--- config.mk ---
export PLATFORM = sky130hd
export DESIGN_NAME = sas_sequencer
export DESIGN_NICKNAME = d
export VERILOG_FILES = /design/src/core/sas_pkg.sv /design/src/core/sas_sequencer.sv
export VERILOG_INCLUDE_DIRS = /design/src /design/src/core
export SDC_FILE = /design/constraint.sdc
export NUM_CORES = 1
export LEC_CHECK = 0
export ABC_AREA = 1
export BUFFER_PORTS_ARGS = -buffer_cell sky130_fd_sc_hd__buf_4
export CAP_MARGIN = 30
export CORE_UTILIZATION = 54
export DETAILED_ROUTE_END_ITERATION = 10
export PLACE_DENSITY_LB_ADDON = 0.2
export SYNTH_ARGS = -nofsm -noshare
export SYNTH_HDL_FRONTEND = slang
export SYNTH_SLANG_ARGS = --single-unit
--- constraint.sdc ---
create_clock -name clock -period 12 [get_ports clock]
set_input_delay 1.2 -clock clock [delete_from_list [all_inputs] [get_ports clock]]
set_output_delay 1.2 -clock clock [all_outputs]
set_load 0.01 [all_outputs]
--- src/core/sas_cfg.svh ---
/*
 Timing, field and offset constants for the converter sequencer.
 Assumes inclusion by the design file and the bench by bare name.
*/
`ifndef SAS_CFG_SVH
`define SAS_CFG_SVH
// ----------------------------------------
// Register offsets
// ----------------------------------------
`define SAS_OFF_SCR      12'h000
`define SAS_OFF_RESH     12'h004
`define SAS_OFF_RESL     12'h008
`define SAS_OFF_CLKR     12'h00C
`define SAS_OFF_PORTDAT  12'h010
`define SAS_OFF_PORTDIR  12'h014
`define SAS_OFF_PORTIN   12'h018
// ----------------------------------------
// Field positions and values
// ----------------------------------------
`define SAS_SCR_DONE     7
`define SAS_SCR_IEN      6
`define SAS_SCR_CONT     5
`define SAS_CH_OFF       5'h1F
`define SAS_CH_COUNT     10
`define SAS_CLK_SRC      4
`define SAS_FULL_SCALE   10'h3FF
`define SAS_ZERO_SCALE   10'h000
`define SAS_CONV_CYCLES  5'h10
`define SAS_LAST_BIT     4'h9
`define SAS_SCR_RESET    8'h1F
`define SAS_MODE_LEFT    2'h0
`define SAS_MODE_RIGHT   2'h1
`define SAS_MODE_SIGNED  2'h2
`define SAS_MODE_TRUNC   2'h3
`endif

--- src/core/sas_pkg.sv ---
/*
 Types shared by the converter sequencer.
 Assumes the constants header sits beside it.
*/
package sas_pkg;
	// ----------------------------------------
	// Types
	// ----------------------------------------
	typedef struct packed {
		logic        psel;
		logic        penable;
		logic        pwrite;
		logic [11:0] paddr;
		logic [31:0] pwdata;
	} sas_apb_req_t;

	typedef struct packed {
		logic        pready;
		logic        pslverr;
		logic [31:0] prdata;
	} sas_apb_rsp_t;

	typedef enum logic [1:0] {
		SAS_IDLE,
		SAS_SYNC,
		SAS_SAMPLE,
		SAS_OFF
	} sas_state_t;
endpackage : sas_pkg

--- src/core/sas_sequencer.sv ---
/*
 Converter sequencer: APB registers, channel mux and pin takeover,
 clock select and divide, bit-by-bit approximation, result formatting.
 Assumes an analog comparator answers cmpHigh within the clock cycle in
 which the trial code and channel are presented, and that the oscillator
 clock arrives as a pin level to be sampled.
*/
`timescale 1ns/1ps
`include "sas_cfg.svh"
module sas_sequencer #(
	parameter int NCH = `SAS_CH_COUNT
) (
	input  wire logic                 clock,
	input  wire logic                 rst,
	input  wire sas_pkg::sas_apb_req_t apbReq,
	output      sas_pkg::sas_apb_rsp_t apbRsp,
	input  wire logic                 oscRefClock,
	input  wire logic                 cmpHigh,
	input  wire logic                 refHighSat,
	input  wire logic                 refLowSat,
	input  wire logic [NCH-1:0]       pinIn,
	output      logic [NCH-1:0]       pinOut,
	output      logic [NCH-1:0]       pinOe,
	output      logic [NCH-1:0]       analogSelect,
	output      logic [9:0]           trialCode,
	output      logic                 converterOn,
	output      logic                 convIrq
);
	import sas_pkg::*;

	// ----------------------------------------
	// Functions
	// ----------------------------------------
	function automatic logic [NCH-1:0] chanOneHot(input logic [4:0] ch);
		logic [NCH-1:0] v;
		v = '0;
		for (int i = 0; i < NCH; i++)
		begin
			if (ch == 5'(i))
			begin
				v[i] = 1'b1;
			end
		end
		return v;
	endfunction : chanOneHot

	function automatic logic isAddr(input logic [11:0] a, input logic [11:0] o);
		return a == o;
	endfunction : isAddr

	// ----------------------------------------
	// Bus decode and registers
	// ----------------------------------------
	logic [7:0]     adc_status_control_reg;
	logic [7:0]     converter_clock_reg;
	logic [7:0]     result_high_reg;
	logic [7:0]     result_low_reg;
	logic [NCH-1:0] portData_reg;
	logic [NCH-1:0] portDir_reg;
	logic [NCH-1:0] pinMeta_reg;
	logic [NCH-1:0] pinSync_reg;
	logic           oscMeta_reg;
	logic           oscSync_reg;
	logic           oscPrev_reg;
	logic           highRead_reg;
	sas_state_t     state_reg;
	logic [3:0]     bitIdx_reg;
	logic [4:0]     cycCnt_reg;
	logic [9:0]     sar_reg;
	logic [7:0]     divCnt_reg;
	logic           firstDone_reg;

	logic           access;
	logic           wrScr;
	logic           rdResH;
	logic           rdResL;
	logic [4:0]     channelSel;
	logic [NCH-1:0] chanHot;
	logic           powered;
	logic           srcTick;
	logic           adcTick;
	logic           finish;
	logic [9:0]     finalCode;
	logic           interlocked;
	logic [1:0]     justifyMode;

	assign access      = apbReq.psel && apbReq.penable;
	assign wrScr       = access && apbReq.pwrite && isAddr(apbReq.paddr, `SAS_OFF_SCR);
	assign rdResH      = access && !apbReq.pwrite && isAddr(apbReq.paddr, `SAS_OFF_RESH);
	assign rdResL      = access && !apbReq.pwrite && isAddr(apbReq.paddr, `SAS_OFF_RESL);
	assign channelSel  = adc_status_control_reg[4:0];
	assign chanHot     = chanOneHot(channelSel);
	assign powered     = channelSel != `SAS_CH_OFF;
	assign justifyMode = converter_clock_reg[1:0];
	assign interlocked = justifyMode != `SAS_MODE_TRUNC;

	always_ff @(posedge clock or posedge rst)
	begin
		if (rst)
		begin
			apbRsp <= '0;
		end
		else
		begin
			apbRsp.pready  <= apbReq.psel && !apbReq.penable;
			apbRsp.pslverr <= 1'b0;
			apbRsp.prdata  <= '0;
			if (apbReq.psel && !apbReq.penable && !apbReq.pwrite)
			begin
				case (apbReq.paddr)
					`SAS_OFF_SCR:     apbRsp.prdata <= {24'h000000, adc_status_control_reg};
					`SAS_OFF_RESH:    apbRsp.prdata <= {24'h000000, result_high_reg};
					`SAS_OFF_RESL:    apbRsp.prdata <= {24'h000000, result_low_reg};
					`SAS_OFF_CLKR:    apbRsp.prdata <= {24'h000000, converter_clock_reg};
					`SAS_OFF_PORTDAT: apbRsp.prdata <= 32'(portData_reg);
					`SAS_OFF_PORTDIR: apbRsp.prdata <= 32'(portDir_reg);
					`SAS_OFF_PORTIN:  apbRsp.prdata <= 32'(pinSync_reg & ~chanHot);
					default:          apbRsp.pslverr <= 1'b1;
				endcase
			end
		end
	end

	always_ff @(posedge clock or posedge rst)
	begin
		if (rst)
		begin
			converter_clock_reg <= 8'h00;
		end
		else if (access && apbReq.pwrite && isAddr(apbReq.paddr, `SAS_OFF_CLKR))
		begin
			converter_clock_reg <= apbReq.pwdata[7:0];
		end
	end

	// ----------------------------------------
	// Port logic and pin takeover
	// ----------------------------------------
	always_ff @(posedge clock or posedge rst)
	begin
		if (rst)
		begin
			portData_reg <= '0;
			portDir_reg  <= '0;
		end
		else if (access && apbReq.pwrite)
		begin
			// selected pin keeps its old port bits
			if (isAddr(apbReq.paddr, `SAS_OFF_PORTDAT))
			begin
				portData_reg <= (apbReq.pwdata[NCH-1:0] & ~chanHot) | (portData_reg & chanHot);
			end
			if (isAddr(apbReq.paddr, `SAS_OFF_PORTDIR))
			begin
				portDir_reg <= (apbReq.pwdata[NCH-1:0] & ~chanHot) | (portDir_reg & chanHot);
			end
		end
	end

	always_ff @(posedge clock or posedge rst)
	begin
		if (rst)
		begin
			pinMeta_reg  <= '0;
			pinSync_reg  <= '0;
			oscMeta_reg  <= 1'b0;
			oscSync_reg  <= 1'b0;
			oscPrev_reg  <= 1'b0;
			pinOut       <= '0;
			pinOe        <= '0;
			analogSelect <= '0;
			converterOn  <= 1'b0;
		end
		else
		begin
			pinMeta_reg  <= pinIn;
			pinSync_reg  <= pinMeta_reg;
			oscMeta_reg  <= oscRefClock;
			oscSync_reg  <= oscMeta_reg;
			oscPrev_reg  <= oscSync_reg;
			pinOut       <= portData_reg;
			// converter owns the selected pin as input only
			pinOe        <= portDir_reg & ~chanHot;
			analogSelect <= chanHot;
			converterOn  <= powered;
		end
	end

	// ----------------------------------------
	// Converter clock
	// ----------------------------------------
	// source select then divide by ratio field plus one
	assign srcTick = converter_clock_reg[`SAS_CLK_SRC] ? (oscSync_reg && !oscPrev_reg) : 1'b1;

	always_ff @(posedge clock or posedge rst)
	begin
		if (rst)
		begin
			divCnt_reg <= 8'h00;
		end
		else if (srcTick)
		begin
			divCnt_reg <= (divCnt_reg >= {5'h00, converter_clock_reg[7:5]}) ? 8'h00 : divCnt_reg + 8'h01;
		end
	end

	assign adcTick = srcTick && (divCnt_reg >= {5'h00, converter_clock_reg[7:5]});

	// ----------------------------------------
	// Approximation sequence
	// ----------------------------------------
	// saturation overrides the search
	assign finalCode = refHighSat ? `SAS_FULL_SCALE : (refLowSat ? `SAS_ZERO_SCALE : sar_reg);
	assign finish    = (state_reg == SAS_SAMPLE) && adcTick && (cycCnt_reg == `SAS_CONV_CYCLES);

	always_ff @(posedge clock or posedge rst)
	begin
		if (rst)
		begin
			state_reg  <= SAS_OFF;
			bitIdx_reg <= 4'h0;
			cycCnt_reg <= 5'h00;
			sar_reg    <= 10'h000;
		end
		else if (wrScr)
		begin
			state_reg  <= (apbReq.pwdata[4:0] == `SAS_CH_OFF) ? SAS_OFF : SAS_SYNC;
			cycCnt_reg <= 5'h00;
			bitIdx_reg <= `SAS_LAST_BIT;
			sar_reg    <= 10'h200;
		end
		else
		begin
			case (state_reg)
				SAS_SYNC:
				begin
					if (adcTick)
					begin
						state_reg  <= SAS_SAMPLE;
						cycCnt_reg <= 5'h01;
					end
				end
				SAS_SAMPLE:
				begin
					if (adcTick)
					begin
						cycCnt_reg <= cycCnt_reg + 5'h01;
						if (cycCnt_reg <= 5'h0A)
						begin
							sar_reg[bitIdx_reg] <= cmpHigh;
							if (bitIdx_reg != 4'h0)
							begin
								sar_reg[bitIdx_reg - 4'h1] <= 1'b1;
								bitIdx_reg <= bitIdx_reg - 4'h1;
							end
						end
						if (finish)
						begin
							state_reg  <= adc_status_control_reg[`SAS_SCR_CONT] ? SAS_SAMPLE : SAS_IDLE;
							cycCnt_reg <= 5'h01;
							bitIdx_reg <= `SAS_LAST_BIT;
							sar_reg    <= 10'h200;
						end
					end
				end
				SAS_IDLE:   state_reg <= SAS_IDLE;
				SAS_OFF:    state_reg <= SAS_OFF;
				default:    state_reg <= SAS_IDLE;
			endcase
		end
	end

	// Trial code comes straight from the approximation flops so each decision sees it at once.
	assign trialCode = sar_reg;

	// ----------------------------------------
	// Results and interlock
	// ----------------------------------------
	always_ff @(posedge clock or posedge rst)
	begin
		if (rst)
		begin
			highRead_reg <= 1'b0;
		end
		else if (rdResL || wrScr)
		begin
			highRead_reg <= 1'b0;
		end
		else if (rdResH && interlocked)
		begin
			highRead_reg <= 1'b1;
		end
	end

	always_ff @(posedge clock or posedge rst)
	begin
		if (rst)
		begin
			result_high_reg <= 8'h00;
			result_low_reg  <= 8'h00;
		end
		// outside truncated mode, high read without low read blocks storing
		else if (finish && !(highRead_reg && interlocked))
		begin
			case (justifyMode)
				`SAS_MODE_LEFT:
				begin
					result_high_reg <= finalCode[9:2];
					result_low_reg  <= {finalCode[1:0], 6'h00};
				end
				`SAS_MODE_RIGHT:
				begin
					result_high_reg <= {6'h00, finalCode[9:8]};
					result_low_reg  <= finalCode[7:0];
				end
				`SAS_MODE_SIGNED:
				begin
					result_high_reg <= {~finalCode[9], finalCode[8:2]};
					result_low_reg  <= {finalCode[1:0], 6'h00};
				end
				default:
				begin
					result_high_reg <= 8'h00;
					result_low_reg  <= finalCode[9:2];
				end
			endcase
		end
	end

	// ----------------------------------------
	// Status register, flag and interrupt
	// ----------------------------------------
	always_ff @(posedge clock or posedge rst)
	begin
		if (rst)
		begin
			adc_status_control_reg <= `SAS_SCR_RESET;
			firstDone_reg          <= 1'b0;
			convIrq                <= 1'b0;
		end
		else
		begin
			if (wrScr)
			begin
				adc_status_control_reg <= {1'b0, apbReq.pwdata[6:0]};
				firstDone_reg          <= 1'b0;
				convIrq                <= 1'b0;
			end
			else if (finish)
			begin
				firstDone_reg <= 1'b1;
				if (adc_status_control_reg[`SAS_SCR_IEN])
				begin
					convIrq <= 1'b1;
				end
				// set only with interrupt enable clear; in continuous mode only on the first result
				else if (!firstDone_reg || !adc_status_control_reg[`SAS_SCR_CONT])
				begin
					adc_status_control_reg[`SAS_SCR_DONE] <= 1'b1;
				end
			end
			else if (rdResH || rdResL)
			begin
				adc_status_control_reg[`SAS_SCR_DONE] <= 1'b0;
				convIrq                               <= 1'b0;
			end
		end
	end

	// ----------------------------------------
	// Checks
	// ----------------------------------------
	pin_release_a: assert property (@(posedge clock) disable iff (rst)
		##1 !$past(apbReq.psel) |-> ((pinOe & $past(chanHot)) == '0))
		else $error("selected pin still driven");
	port_read_a: assert property (@(posedge clock) disable iff (rst)
		apbRsp.pready && $past(apbReq.paddr) == `SAS_OFF_PORTIN && !$past(apbReq.pwrite)
		|-> ((apbRsp.prdata[NCH-1:0] & $past(chanHot)) == '0))
		else $error("selected pin read not zero");
	start_sync_a: assert property (@(posedge clock) disable iff (rst)
		wrScr && apbReq.pwdata[4:0] != `SAS_CH_OFF |=> state_reg == SAS_SYNC)
		else $error("write did not start conversion");
	done_clear_a: assert property (@(posedge clock) disable iff (rst)
		wrScr |=> !adc_status_control_reg[`SAS_SCR_DONE] && !convIrq)
		else $error("flag survived status write");
	power_off_a: assert property (@(posedge clock) disable iff (rst)
		wrScr && apbReq.pwdata[4:0] == `SAS_CH_OFF |=> state_reg == SAS_OFF ##1 !converterOn)
		else $error("converter not switched off");
	irq_path_a: assert property (@(posedge clock) disable iff (rst)
		finish && adc_status_control_reg[`SAS_SCR_IEN] && !wrScr |=> convIrq)
		else $error("interrupt missing at finish");
	signed_fmt_a: assert property (@(posedge clock) disable iff (rst)
		finish && !highRead_reg && justifyMode == `SAS_MODE_SIGNED && !wrScr
		|=> result_high_reg[7] == ~$past(finalCode[9]))
		else $error("signed top bit wrong");
	right_fmt_a: assert property (@(posedge clock) disable iff (rst)
		finish && !highRead_reg && justifyMode == `SAS_MODE_RIGHT
		|=> result_low_reg == $past(finalCode[7:0]) && result_high_reg[7:2] == 6'h00)
		else $error("right format wrong");
endmodule : sas_sequencer

==> results.json, run 1 <==
{
  "status": "finished, final reports clean",
  "wl_mm": 16.73,
  "ys_seq_area_share_pct": 52.61,
  "clock_path_buffers": 2,
  "drt_pass1_iterations": 5,
  "grt_pass1_wl_mm": 27.30,
  "hold_class": "flop to flop",
  "drive_gt1_share_pct": 20.13,
  "wl_per_cell_microns": 15.34,
  "synth-edff-count": 0,
  "post-synth-top-area-cell": "dfrtp_1",
  "hpwlAfterDp_mm": 12.22,
  "fp-row-count": 41,
  "synthCells": 810,
  "path_common_cell": "nand2_1",
  "stdcell_area_sq_mm": 0.008452,
  "cp_cell_sequence": "buf_4 > nor2_2 > nand2_4 > nor2_4 > nand2_1 > nand4_1 > nand2_1 > a21oi_1",
  "syn-cell-area_sq_mm": 0.007152,
  "nNetsFinal": 983,
  "worst_pin_slew_ps": 766.9,
  "ff_latch_area_sq_mm": 0.003762,
  "diodes": 0,
  "relSlewSlack_pct": 48.87,
  "async_reset_ff_share_pct": 100.0,
  "post_cts_buffers": 0,
  "insertion_delay_ps": 420,
  "place_area_sq_mm": 0.007893,
  "dr_total_vias": 5769,
  "synth.area.top_cells": "dfrtp_1 (50%), nand2_1 (8.9%), inv_1 (4.9%), nor2_1 (4.3%), a21oi_1 (3.4%)",
  "setup_tns_ps": 0,
  "drt_iter0_markers": 490,
  "period_minus_slack_ps": 2641,
  "cp_max_fo": 10,
  "critical_path_required_ps": 12320,
  "skew_ps": 7.660,
  "cp-end-kind": "flop",
  "synth_top_area_share_pct": 50.03,
  "die_area_sq_mm": 0.01371,
  "max_stage_delay_ps": 350,
  "peakVddDrop_mv": 0.1062,
  "multi_input_comb_area_sq_mm": 0.002794,
  "drv_slew": 0,
  "setup_viol_count_final": 0,
  "critPathSlowestCell": "nand2_1",
  "drtAntennaViolNets": 0,
  "die_w_microns": 117.1,
  "syn2layout_area_growth_pct": 18.18,
  "gr-total-overflow": 0,
  "setup.worst_path.start_class": "input port",
  "coreArea_sq_mm": 0.01277,
  "crit_family": "simple AND/OR/NAND/NOR gates",
  "routed_via_density": 5.288,
  "ios": 139,
  "synth.distinct_cells": 45,
  "postCtsHoldBufs": 0,
  "nFillCells": 1031,
  "crit_arrival_ps": 2960,
  "cts_tree": "built",
  "htree_levels": 4,
  "final_cell_mix": "nand2_1 (170), dfrtp_1 (143), buf_4 (97)",
  "grt_pass1_vias": 5639,
  "remaining_drc_errors": 0,
  "cts_buffers": 17,
  "initial_utilization_pct": 55.99,
  "cts_resized": 0,
  "clk_pin_slew_ps": 60,
  "synth.avg_cell_area_sq_um": 8.829,
  "ys.flop_type": "dfrtp_1",
  "path_buf_inv": 1,
  "yosysWarnings": 0,
  "clkSinkCount": 150,
  "p_per_area_mw_per_mm2": 166.8,
  "period_share_pct": 22.01,
  "ys_ff_latch": 150,
  "grt_max_degree": 92,
  "portBuffers": 94,
  "antenna_found_initial": 0,
  "rsz0062_at_grt": "false",
  "ctsRootBufferMaster": "clkbuf_16",
  "gp_congestion": 0.9116,
  "maxCapViolCount": 0,
  "worstSetupPathType": "input port to flop",
  "track_usage_pct": 26.75,
  "power.leakage_nw": 4.379,
  "hold_viol_final": 0,
  "layout_commonest_cell": "nand2_1",
  "chipHeight_microns": 117.1,
  "max_freq_mhz": 378.6
}
metrics by stage:
stage                     hold slack (ps)  worst slack (ps)  utilization [%]   power, W  std cells
after global placement              332.8              9107            61.79  0.0009120       1061
after floorplan                     331.2              6775                -  0.0008215        831
final                               342.6              9359            66.17   0.001409       1091
after detailed placement            334.7              9057            61.79  0.0009153       1061
after global routing                353.6              9130            66.17   0.001488       1091
after CTS                           347.0              9409            66.17   0.001417       1091
per-layer routing:
metal / GRT usage, % / wire length (microns) / part of all wire (%) / up-vias
met2: 46.00 / 8406 / 50 / 196
met5: 0 / 0 / 0 / -
met4: 13.84 / 520 / 3.1 / 0
met1: 31.42 / 6885 / 41 / 2755
met3: 6.179 / 918 / 5.5 / 46
li1: - / - / - / 2772
synth_stat cells (2+ instances only):
| cell type | instances |
|---|---|
| nor2_1 | 82 |
| o31ai_1 | 3 |
| nand2_2 | 5 |
| nand3_2 | 3 |
| ha_1 | 12 |
| a31oi_1 | 20 |
| nand3_4 | 2 |
| inv_4 | 2 |
| xor2_1 | 5 |
| dfstp_2 | 7 |
| a21oi_1 | 48 |
| dfrtp_1 | 143 |
| nor2_8 | 2 |
| nand4_1 | 4 |
| inv_2 | 4 |
| clkinv_1 | 3 |
| buf_2 | 7 |
| nand2_1 | 170 |
| nand2_4 | 5 |
| o21ai_2 | 15 |
| o21ai_0 | 45 |
| o21ai_1 | 7 |
| a21o_1 | 2 |
| nor2_4 | 5 |
| inv_1 | 93 |
| buf_6 | 4 |
| o22ai_1 | 12 |
| clkbuf_1 | 3 |
| nor2_2 | 5 |
| buf_4 | 24 |
| mux2i_1 | 3 |
| nor3_1 | 6 |
| nand3_1 | 47 |
worst paths after layout:
path                       cells after the start                 to  slack (ps)           start
max                                            8          apbRsp[7]        9360      apbReq[39]
max in group asynchronous                      3          pinOut[2]        9820             rst
min reg2reg                                    0     pinSync_reg[9]         340  pinMeta_reg[9]
min in group asynchronous                      2           pinOe[8]         920             rst
max reg2reg                                   13  result_low_reg[6]        9430   divCnt_reg[0]
min                                            0     pinSync_reg[9]         340  pinMeta_reg[9]
power breakdown:
group	total [W]	switching (W)	internal [W]
Combinational	0.000313	0.000195	0.000118
Clock	0.000502	0.000196	0.000306
Sequential	0.000595	0.0000492	0.000545
Total	0.00141	0.000440	0.000969
logic make-up after synthesis:
kind of cell,share of synthesized area [%]
DFF,52.61
adders and majority gates,2.099
and+or+nand+nor,21.89
xor gates and xnor gates,0.6123
AOI/OAI and AO/OA,12.89
muxes,0.4199
other,0.05243
buffers and inverters,9.429
layout make-up:
| cell class | instances | area share [%] |
|---|---|---|
| tap | 172 | 2.546 |
| multi-input combinational | 540 | 33.06 |
| sequential | 150 | 44.52 |
| clock inverter | 6 | 0.7994 |
| clock buffer | 24 | 5.818 |
| inverter | 102 | 4.648 |
| timing repair buffer | 97 | 8.616 |
No activity file was read; power rests on OpenSTA's default activity.
==> run 2: changes to the inputs <==
- CORE_UTILIZATION: 54 -> 50
- clock period: 12 -> 2.3 ns (I/O delays scaled with it)
==> results.json, run 2 (synthesis gave the netlist of run 1 again) <==
{
  "grt_pass1_vias": 5473,
  "maxCapViolCount": 0,
  "period_share_pct": 86.95,
  "max_freq_mhz": 500.0,
  "fp-row-count": 43,
  "p_per_area_mw_per_mm2": 870.3,
  "worstSetupPathType": "flop to flop",
  "ff_latch_area_sq_mm": 0.003762,
  "initial_utilization_pct": 51.32,
  "cts_tree": "built",
  "cts_buffers": 17,
  "grt_pass1_wl_mm": 27.14,
  "max_stage_delay_ps": 380,
  "worst_pin_slew_ps": 655.7,
  "cp-end-kind": "flop",
  "postCtsHoldBufs": 13,
  "stdcell_area_sq_mm": 0.008728,
  "holdWs_ps": 31.51,
  "drt_pass1_iterations": 5,
  "whs_path_depth": 3,
  "swShare_pct": 30.95,
  "crit_family": "simple AND/OR/NAND/NOR gates",
  "critPathSlowestCell": "dfrtp_1",
  "syn2layout_area_growth_pct": 22.04,
  "drive_gt1_share_pct": 20.74,
  "antenna_found_initial": 0,
  "wl_per_cell_microns": 14.87,
  "portBuffers": 94,
  "hpwlAfterDp_mm": 11.97,
  "drtAntennaViolNets": 0,
  "drt_iter0_markers": 466,
  "p_seq_share_pct": 40.8,
  "post-place-cells": 1076,
  "ctsRootBufferMaster": "clkbuf_16",
  "period_minus_slack_ps": 2000,
  "ios": 139,
  "setup.worst_path.start_class": "flop",
  "peakVddDrop_mv": 0.6471,
  "diodes": 0,
  "htree_levels": 4,
  "power.leakage_nw": 4.500,
  "hold_viol_final": 0,
  "cts_resized": 0,
  "grt_max_degree": 63,
  "path_buf_inv": 3,
  "post_cts_buffers": 0,
  "relSlewSlack_pct": 56.28,
  "chipHeight_microns": 121.6,
  "nNetsFinal": 1003,
  "cp_cell_sequence": "inv_1 > ha_1 > inv_1 > nand2_1 > nand2_1 > nand2_1 > nand2_1 > nand2_1 > nand3_4 > a21oi_2 > buf_4 > nand2_1 > o21ai_0",
  "setup_tns_ps": 0,
  "setup_viol_count_final": 0,
  "reg2reg_depth": 13,
  "fin_cells": 1120,
  "clock_path_buffers": 2,
  "remaining_drc_errors": 0,
  "power.net_switching_w": 0.002351,
  "pwr-share-clk_pct": 37.5,
  "intPower_w": 0.005245,
  "path_depth": 13,
  "wl_mm": 16.65,
  "clk_pin_slew_ps": 60,
  "place_area_sq_mm": 0.007991,
  "clkSinkCount": 150,
  "cp_max_fo": 12,
  "rsz0062_at_grt": "false",
  "hold_class": "input port to flop",
  "multi_input_comb_area_sq_mm": 0.002794,
  "path_common_cell": "nand2_1",
  "drv_slew": 0,
  "crit_arrival_ps": 2340,
  "skew_ps": 7.844,
  "final_cell_mix": "nand2_1 (170), dfrtp_1 (143), buf_4 (101)",
  "fin_util_pct": 62.64,
  "coreArea_sq_mm": 0.01393,
  "gr-total-overflow": 0,
  "nFillCells": 1171,
  "die_area_sq_mm": 0.01479,
  "insertion_delay_ps": 430,
  "track_usage_pct": 24.22,
  "dr_total_vias": 5727,
  "combinationalPowerShare_pct": 21.8,
  "layout_commonest_cell": "nand2_1",
  "critical_path_required_ps": 2650,
  "status": "finished, final reports clean",
  "die_w_microns": 121.6,
  "routed_via_density": 5.113,
  "gp_congestion": 0.8999
}
==> run 2: cell types whose count changed in the layout (fill, tap and decap cells not counted), sizes merged <==
cell         before  now
bufinv            1    3
buf              97  104
dlygate4sd3       0   13
clkinvlp          2    3
inv             101   99
clkinv            4    8
clkbuf           24   20
==> run 2: metrics by stage <==
| stage | total power [W] | setup WS, ps |
|---|---|---|
| floorplan | 0.004287 | 186.7 |
| global placement | 0.004747 | 338.8 |
| detailed placement | 0.004766 | 309.3 |
| CTS | 0.007632 | 284.5 |
| global route | 0.007980 | 149.8 |
| finish | 0.007596 | 300.1 |
==> run 2: power groups by stage <==
stage,Clock (W),Combinational [W],Sequential [W]
CTS,0.00288,0.00166,0.00309
finish,0.00285,0.00165,0.00310
floorplan,0,0.00121,0.00308
global placement,0,0.00162,0.00313
detailed placement,0,0.00164,0.00313
global route,0.00299,0.00187,0.00312
==> run 2: worst reg2reg max path, cell delays in order, from the launching register on <==
cell and delay, ps:
dfrtp_1 380, inv_1 70, ha_1 270, inv_1 30, nand2_1 50, nand2_1 40, nand2_1 50, nand2_1 40
nand2_1 150, nand3_4 220, a21oi_2 250, buf_4 210, nand2_1 70, o21ai_0 80
==> run 2: final timing paths <==
kind / startpoint / to / slack, ps
min: apbReq[6] / adc_status_control_reg[6] / 30
min reg2reg: pinMeta_reg[4] / pinSync_reg[4] / 340
min in group asynchronous: rst / result_low_reg[6] / 330
max reg2reg: divCnt_reg[0] / result_high_reg[5] / 300
max: divCnt_reg[0] / result_high_reg[5] / 300
max in group asynchronous: rst / adc_status_control_reg[3] / 1340
==> run 2: routing by layer <==
layer	wire, microns	global-route usage, %	up-vias
met5	0	0	-
met4	371	9.336	0
met3	1013	6.180	28
met2	7871	37.43	176
met1	7398	32.79	2703
li1	-	-	2820
==> run 2: area by class of cell <==
type,count,share of cell area (%)
sequential,150,43.10
multi-input combinational,540,32.01
inverter,102,4.487
timing repair buffer,117,10.87
tap,180,2.580
clock inverter,11,1.720
clock buffer,20,5.232
